File: src/hdl/dhl_pkg.sv
/*
  package for the demand heating limit logic: temperature format, defaults,
  modes, filter timing. assumes temperatures are signed tenths of a degree.
*/
package dhl_pkg;
  localparam int TEMP_W = 16;
  localparam logic signed [15:0] HYST_TENTHS = 16'sh000a;
  localparam logic signed [15:0] DAY_LIMIT_RST = 16'sh00aa;
  localparam logic signed [15:0] NIGHT_LIMIT_RST = 16'sh0032;
  localparam logic signed [15:0] LIMIT_MIN = -16'sh0032;
  localparam logic signed [15:0] LIMIT_MAX = 16'sh00fa;
  localparam logic signed [15:0] LIMIT_DISABLED = 16'sh7fff;
  localparam logic signed [15:0] SENSOR_FAIL_TEMP = 16'sh0000;
  localparam logic [5:0] BTC_RST = 6'h14;
  localparam int CLK_HZ = 40000000;
  localparam int SAMPLE_MS = 1;
  localparam int SAMPLE_CYCLES = CLK_HZ / 1000 * SAMPLE_MS;
  localparam int ACC_FRAC = 16;

  typedef enum logic [2:0] {
    DHL_AUTO = 3'b000,
    DHL_CONT_REDUCED = 3'b001,
    DHL_CONT_NORMAL = 3'b010,
    DHL_PROTECTION = 3'b011,
    DHL_MANUAL = 3'b100
  } dhl_mode_t;

  typedef struct packed {
    logic sensor_short;
    logic bus_valid;
    logic signed [15:0] sensor_temp;
    logic signed [15:0] bus_temp;
  } dhl_source_t;

  typedef struct packed {
    logic signed [15:0] day_heating_limit;
    logic signed [15:0] night_heating_limit;
    logic [5:0] building_time_constant;
  } dhl_config_t;
endpackage

File: src/hdl/dhl_core.sv
/*
  demand heating limit: filters outside temperature, compares against day
  and night limits with hysteresis, drives heating_off and the shutoff
  indication. assumes config and mode inputs are synchronous to core_clk.
*/
`timescale 1ns/1ps
module dhl_core
  import dhl_pkg::*;
(
  input wire logic core_clk,
  input wire logic rst,
  input wire logic ce,
  input wire dhl_source_t outside_sensor_input,
  input wire dhl_config_t cfg,
  input wire dhl_mode_t mode,
  input wire logic program_normal,
  output logic heating_off,
  output logic demand_shutoff,
  output logic signed [15:0] actual_outside_temp,
  output logic signed [15:0] composite_outside_temp,
  output logic signed [15:0] attenuated_outside_temp
);
  logic signed [15:0] day_lim_reg;
  logic signed [15:0] night_lim_reg;
  logic [5:0] tc_reg;
  logic signed [15:0] ta_reg;
  logic signed [15:0] ta_next;
  logic signed [15:0] f1;
  logic signed [15:0] f2;
  logic [15:0] tick_cnt_reg;
  logic sample_tick;
  logic active;
  logic signed [15:0] cur_lim;
  logic signed [16:0] comp_sum;
  logic off_cond;
  logic on_cond;
  logic off_reg;

  function automatic logic signed [15:0] clamp_lim(input logic signed [15:0] v,
                                                   input logic signed [15:0] dflt);
    if (v == LIMIT_DISABLED) begin
      clamp_lim = v;
    end else if (v < LIMIT_MIN || v > LIMIT_MAX) begin
      clamp_lim = dflt;
    end else begin
      clamp_lim = v;
    end
  endfunction

  always_ff @(posedge core_clk or posedge rst) begin
    if (rst) begin
      day_lim_reg <= DAY_LIMIT_RST;
      night_lim_reg <= NIGHT_LIMIT_RST;
      tc_reg <= BTC_RST;
    end else if (ce) begin
      day_lim_reg <= clamp_lim(cfg.day_heating_limit, day_lim_reg);
      night_lim_reg <= clamp_lim(cfg.night_heating_limit, night_lim_reg);
      tc_reg <= cfg.building_time_constant;
    end
  end

  always_comb begin
    if (!outside_sensor_input.sensor_short) begin
      ta_next = outside_sensor_input.sensor_temp;
    end else if (outside_sensor_input.bus_valid) begin
      ta_next = outside_sensor_input.bus_temp;
    end else begin
      ta_next = SENSOR_FAIL_TEMP;
    end
  end

  always_ff @(posedge core_clk or posedge rst) begin
    if (rst) begin
      ta_reg <= SENSOR_FAIL_TEMP;
    end else if (ce) begin
      ta_reg <= ta_next;
    end
  end

  always_ff @(posedge core_clk or posedge rst) begin
    if (rst) begin
      tick_cnt_reg <= 16'h0000;
    end else if (ce) begin
      if (sample_tick) begin
        tick_cnt_reg <= 16'h0000;
      end else begin
        tick_cnt_reg <= tick_cnt_reg + 16'h0001;
      end
    end
  end
  assign sample_tick = (tick_cnt_reg == 16'(SAMPLE_CYCLES - 1));

  dhl_filter u_stage1 (
    .core_clk(core_clk), .rst(rst), .ce(ce), .sample_tick(sample_tick),
    .tc(tc_reg), .x(ta_reg), .y(f1)
  );
  dhl_filter u_stage2 (
    .core_clk(core_clk), .rst(rst), .ce(ce), .sample_tick(sample_tick),
    .tc(tc_reg), .x(f1), .y(f2)
  );

  assign comp_sum = {ta_reg[15], ta_reg} + {f1[15], f1};

  always_comb begin
    active = 1'b0;
    cur_lim = night_lim_reg;
    case (mode)
      DHL_AUTO: begin
        active = 1'b1;
        cur_lim = program_normal ? day_lim_reg : night_lim_reg;
      end
      DHL_CONT_REDUCED, DHL_PROTECTION: begin
        active = 1'b1;
        cur_lim = night_lim_reg;
      end
      default: begin
        active = 1'b0;
        cur_lim = night_lim_reg;
      end
    endcase
  end

  // off when any exceeds; disabled never triggers
  always_comb begin
    off_cond = ((cur_lim != LIMIT_DISABLED) &&
                ((ta_reg > cur_lim) || (composite_outside_temp > cur_lim))) ||
               ((day_lim_reg != LIMIT_DISABLED) && (f2 > day_lim_reg));
    // all one degree below, disabled counts satisfied
    on_cond = ((cur_lim == LIMIT_DISABLED) ||
               ((ta_reg <= cur_lim - HYST_TENTHS) &&
                (composite_outside_temp <= cur_lim - HYST_TENTHS))) &&
              ((day_lim_reg == LIMIT_DISABLED) || (f2 <= day_lim_reg - HYST_TENTHS));
  end

  always_ff @(posedge core_clk or posedge rst) begin
    if (rst) begin
      off_reg <= 1'b0;
    end else if (ce) begin
      if (!active) begin
        off_reg <= 1'b0;
      end else if (!off_reg && off_cond) begin
        off_reg <= 1'b1;
      end else if (off_reg && on_cond) begin
        off_reg <= 1'b0;
      end
    end
  end

  always_ff @(posedge core_clk or posedge rst) begin
    if (rst) begin
      heating_off <= 1'b0;
      demand_shutoff <= 1'b0;
      actual_outside_temp <= SENSOR_FAIL_TEMP;
      composite_outside_temp <= SENSOR_FAIL_TEMP;
      attenuated_outside_temp <= SENSOR_FAIL_TEMP;
    end else if (ce) begin
      heating_off <= off_reg && active;
      demand_shutoff <= off_reg && active;
      actual_outside_temp <= ta_reg;
      composite_outside_temp <= comp_sum[16:1];
      attenuated_outside_temp <= f2;
    end
  end

  a_inactive_clears: assert property (@(posedge core_clk) disable iff (rst)
    (ce && !active) |=> !off_reg) else $error("off held while inactive");
  a_ind_matches: assert property (@(posedge core_clk) disable iff (rst)
    $past(ce) |-> (demand_shutoff == $past(off_reg && active)) &&
    (heating_off == demand_shutoff)) else $error("indication mismatch");
  a_off_sets: assert property (@(posedge core_clk) disable iff (rst)
    (ce && active && !off_reg && off_cond) |=> off_reg) else $error("no shutoff");
  a_hold_off: assert property (@(posedge core_clk) disable iff (rst)
    (ce && active && off_reg && !on_cond) |=> off_reg) else $error("early re-enable");
  a_fallback_zero: assert property (@(posedge core_clk) disable iff (rst)
    (ce && outside_sensor_input.sensor_short && !outside_sensor_input.bus_valid)
    |=> ta_reg == SENSOR_FAIL_TEMP) else $error("no zero fallback");
  a_night_only: assert property (@(posedge core_clk) disable iff (rst)
    (mode == DHL_CONT_REDUCED || mode == DHL_PROTECTION) |-> cur_lim == night_lim_reg)
    else $error("wrong limit");
  a_auto_day: assert property (@(posedge core_clk) disable iff (rst)
    (mode == DHL_AUTO && program_normal) |-> cur_lim == day_lim_reg)
    else $error("auto day limit");
  a_tc_zero_pass: assert property (@(posedge core_clk) disable iff (rst)
    (ce && sample_tick && tc_reg == 6'h00) |=> f1 == $past(ta_reg))
    else $error("zero tc not passthrough");
  a_att_day: assert property (@(posedge core_clk) disable iff (rst)
    (ce && active && !off_reg && day_lim_reg != LIMIT_DISABLED && f2 > day_lim_reg)
    |=> off_reg) else $error("attenuated not held to day limit");
  a_reenable: assert property (@(posedge core_clk) disable iff (rst)
    (ce && active && off_reg && on_cond) |=> !off_reg) else $error("no re-enable");
  a_disabled_quiet: assert property (@(posedge core_clk) disable iff (rst)
    (ce && active && !off_reg && cur_lim == LIMIT_DISABLED && day_lim_reg == LIMIT_DISABLED)
    |=> !off_reg) else $error("disabled limit shut off");
  a_limit_range: assert property (@(posedge core_clk) disable iff (rst)
    (day_lim_reg == LIMIT_DISABLED) || (day_lim_reg >= LIMIT_MIN && day_lim_reg <= LIMIT_MAX))
    else $error("day limit out of range");
endmodule

File: src/hdl/dhl_filter.sv
/*
  one first-order recursive low-pass stage, y += (x - y) / k, k in ticks.
  assumes the caller pulses sample_tick at the fixed sample interval.
*/
`timescale 1ns/1ps
module dhl_filter
  import dhl_pkg::*;
(
  input wire logic core_clk,
  input wire logic rst,
  input wire logic ce,
  input wire logic sample_tick,
  input wire logic [5:0] tc,
  input wire logic signed [15:0] x,
  output logic signed [15:0] y
);
  logic signed [31:0] acc_reg;
  logic signed [31:0] acc_next;
  logic signed [31:0] diff;

  // a divider per stage is costly, but ticks are rare; truncation leaves y a little short of x
  always_comb begin
    diff = ($signed({x, 16'h0000}) - acc_reg);
    if (tc == 6'h00) begin
      acc_next = $signed({x, 16'h0000});
    end else begin
      acc_next = acc_reg + (diff / $signed({26'h0000000, tc}));
    end
  end

  always_ff @(posedge core_clk or posedge rst) begin
    if (rst) begin
      acc_reg <= 32'sh00000000;
    end else if (ce && sample_tick) begin
      acc_reg <= acc_next;
    end
  end

  assign y = acc_reg[31:16];
endmodule

File: config.mk
export PLATFORM = sky130hd
export DESIGN_NAME = dhl_core
export DESIGN_NICKNAME = d
export VERILOG_FILES = /design/src/hdl/dhl_pkg.sv /design/src/hdl/dhl_core.sv /design/src/hdl/dhl_filter.sv
export SDC_FILE = /design/constraint.sdc
export NUM_CORES = 2
export LEC_CHECK = 0
export BUFFER_PORTS_ARGS = -buffer_cell sky130_fd_sc_hd__buf_2
export CORE_MARGIN = 5
export CORE_UTILIZATION = 53
export CTS_CLUSTER_SIZE = 28
export DETAILED_ROUTE_END_ITERATION = 16
export PLACE_DENSITY = 0.74
export SETUP_SLACK_MARGIN = 0.05
export SYNTH_ARGS = -nofsm -noshare
export SYNTH_HDL_FRONTEND = slang
export SYNTH_SLANG_ARGS = --single-unit
File: constraint.sdc
create_clock -name core_clk -period 236.5 [get_ports core_clk]
set_input_delay 47.3 -clock core_clk [delete_from_list [all_inputs] [get_ports core_clk]]
set_output_delay 47.3 -clock core_clk [all_outputs]
set_load 0.005 [all_outputs]
==> metrics.md <==
| Metric | Value |
|---|---|
| Status | `finished clean` |
| Worst-path clk slew | `0.08 ns` |
| Crit end category | `flip-flop` |
| Nets@finish | `about 8500` |
| Detail Placement HPWL | `146 mm` |
| CTS Buffer Depth | `2` |
| Vias post-DR | `about 62000` |
| All-Layer GR Usage | `0.296` |
| Largest family of logic cells by synthesized area | `compound AO/OA/AOI/OAI gates` |
| Layout cells sized above 1 | `0.132` |
| Num CTS Buffers | `17` |
| Minimum clock period after layout | `approximately 100 ns` |
| Routability cong. | `0.981` |
| Worst EP arrival | `around 100 ns` |
| Average size of a mapped cell | `between 7 and 8 µm²` |
| Chip width | `roughly 340 µm` |
| Worst Skew | `0.0107 ns` |
| Global-route wire length before repair | `298 mm` |
| Final Hold Fails | `0` |
| Largest area contributor in the netlist | `ha_1` |
| Synth Cell Area | `roughly 59000 µm²` |
| CTS Sinks | `184` |
| Starting DRT DRC Count | `a little over 5000` |
| Worst R2R Start | `u_stage2.acc_reg[10]` |
| Max Cap Viol | `0` |
| Row count | `approximately 120` |
| DR WL/cell | `around 20 µm` |
| Slew @ Worst Pin | `1.33 ns` |
| # H-tree levels | `4` |
| CP max FO | `22` |
| Setup Viol. Count Final | `0` |
| Core area | `around 110000 µm²` |
| Latest clock arrival within the worst-skew pair | `around 0.49 ns` |
| Bufs and invs on worst path | `37` |
| Most frequent cells in the layout | `801 x nor2_1, 610 x nand2_1, 594 x a21oi_1, 564 x ha_1, 424 x xnor2_1` |
| Dpl ws | `between 100 and 150 ns` |
| Most common cell after layout, fill and taps aside | `nor2_1` |
| Ports | `between 100 and 150` |
| Worst hold path type | `flip-flop to flip-flop` |
| R2R Setup Slk | `134.22 ns` |
| Pre-Repair DR Iteration Count | `10` |
| Peak per-stage delay on the critical path | `0.92 ns` |
| Setup TNS Final | `0 ns` |
| RSZ-0062 raised after global routing | `no` |
| Number of diodes | `0` |
| Area Growth Syn to Fin | `2.86%` |
| Fillers | `roughly 11000` |
| Final wirelength | `roughly 180 mm` |
| Final worst slack | `~130 ns` |
| Grt total ovfl | `0` |
| Residual DRC | `0` |
| Fin crit share | `0.432` |
| Vias/cell | `~6.6` |
| Number of global-route vias before repair | `between 50000 and 60000` |
| Top cell type's share of synthesized area | `0.120` |
| Post-synthesis compound-gate area fraction | `0.305` |
| Delay-heaviest family, CP | `compound AO/OA/AOI/OAI gates` |
| Critical Path Slowest Stage Cell | `a31oi_1` |
| # resized after CTS | `0` |
| Worst Setup Start Kind | `flip-flop` |
| CTS Hold Bufs | `0` |
| Initial Util | `0.531` |
| Post-synth EDFFs | `0` |
| Post-synthesis sequential area ratio | `0.0788` |
| Crit path from | `u_stage2.acc_reg[10]` |
| Max-slew headroom | `0.106` |
| CP required | `236.85 ns` |
| Final Slew Violations | `0` |
| Post-synthesis net count | `around 8500` |
| Clk root buf | `clkbuf_16` |
| Async set-reset flop share out of synthesis | `1.00` |
| Die height | `roughly 340 µm` |
| Setup bufs post-CTS | `0` |
| Worst r2r dst | `u_stage2.acc_reg[31]` |
| Number of port buffers | `~130` |
| Synthesis-stage register bit count | `about 180` |
| CP Class | `flip-flop to flip-flop` |
| Multiplexer share of the synthesized area | `0.0495` |
| Crit path capture | `u_stage2.acc_reg[31]` |
| Largest net degree at the start of global routing | `132` |
| Critical path depth in cells | `about 430` |
| Initial antenna violation count | `0` |
| Adder-cell share of the synthesized area | `0.122` |
| Reg2Reg Depth | `approximately 430` |
| YS warnings | `0` |
| Unique masters post-synth | `roughly 200` |
| CTS tree | `done` |
| ANT nets after route | `0` |
| Ys flop type | `dfrtp_1` |
| Synth Area in Simple Gates | `0.301` |
| Cells after Synth | `between 7000 and 8000` |
| Main area contributors after synthesis | `ha_1 12%, dfrtp_1 7.5%, xnor2_1 6.4%` |
| Die Area | `around 120000 µm²` |
| Most used cell, CP | `o21a_1` |
| Synth Area in XOR/XNOR | `0.0939` |
| Max Fclk | `0.00978 GHz` |
## cells in the mapped netlist (88+ instances only)
library cell and instances:
nor2_1 801, nand2_1 610, a21oi_1 594, ha_1 564
xnor2_1 425, nor3_1 387, o21ai_0 352, o21a_1 282
inv_1 264, nand3_1 213, xor2_1 181, dfrtp_1 175
nand4_1 137, mux2i_1 135, mux2_2 127, a31oi_1 112
a21o_1 108, o31ai_1 105, or2_2 88
## final cells by class
| cell class | instances | area (µm²) | share of cell area |
|---|---|---|---|
| clock inverter | 14 | 159 | 0.00264 |
| clock buffer | 18 | 429 | 0.00712 |
| inverter | 268 | 1020 | 0.0169 |
| timing repair buffer | 181 | 1050 | 0.0175 |
| tap | 1488 | 1860 | 0.0309 |
| sequential | 184 | 4620 | 0.0766 |
| multi-input combinational | 7182 | 51100 | 0.848 |
## worst register-to-register path, delay by kind of cell (launching register included)
family	cells	cell delay (ns)
fa+ha+maj	34	10.20
flops	1	0.52
simple gates	123	31.71
mux	12	3.79
buf+inv	37	4.58
compound gates	227	51.09
xor+xnor	1	0.26
## worst min-delay path by stage
| stage | from | endpoint | cells after the start |
|---|---|---|---|
| CTS | tick_cnt_reg[4] | tick_cnt_reg[4] | 1 |
| floorplan | tick_cnt_reg[4] | tick_cnt_reg[4] | 1 |
| finish | tick_cnt_reg[4] | tick_cnt_reg[4] | 1 |
| global placement | tick_cnt_reg[4] | tick_cnt_reg[4] | 1 |
| global route | tick_cnt_reg[4] | tick_cnt_reg[4] | 1 |
| detailed placement | tick_cnt_reg[4] | tick_cnt_reg[4] | 1 |
## logic make-up after synthesis
family	Yosys count
AO/OA/AOI/OAI	2490
XOR/XNOR	617
multiplexers	270
flip-flops	184
adder cells (fa/ha/maj)	572
buffers and inverters	526
AND/OR/NAND/NOR	3233
## per-layer routing
metal,share of wire,vias up,global-route usage
met3,0.053,456,0.0273
met1,0.43,29140,0.373
li1,-,29759,-
met4,0.037,0,0.104
met5,0,-,0
met2,0.48,2176,0.528
## stage by stage
| step | cell area, µm² | cells | hold WS [ns] | util |
|---|---|---|---|---|
| final | 60200 | 9335 | 0.472 | 0.547 |
| after global routing | 60200 | 9335 | 0.485 | 0.547 |
| after CTS | 60200 | 9335 | 0.478 | 0.547 |
| after detailed placement | 59600 | 9303 | 0.464 | 0.541 |
| after global placement | 59600 | 9303 | 0.460 | 0.541 |
| after floorplan | 58600 | 7892 | 0.439 | - |
Power is not shown: default switching activity piles up to over one toggle a cycle in this logic, so the estimate is an artifact.
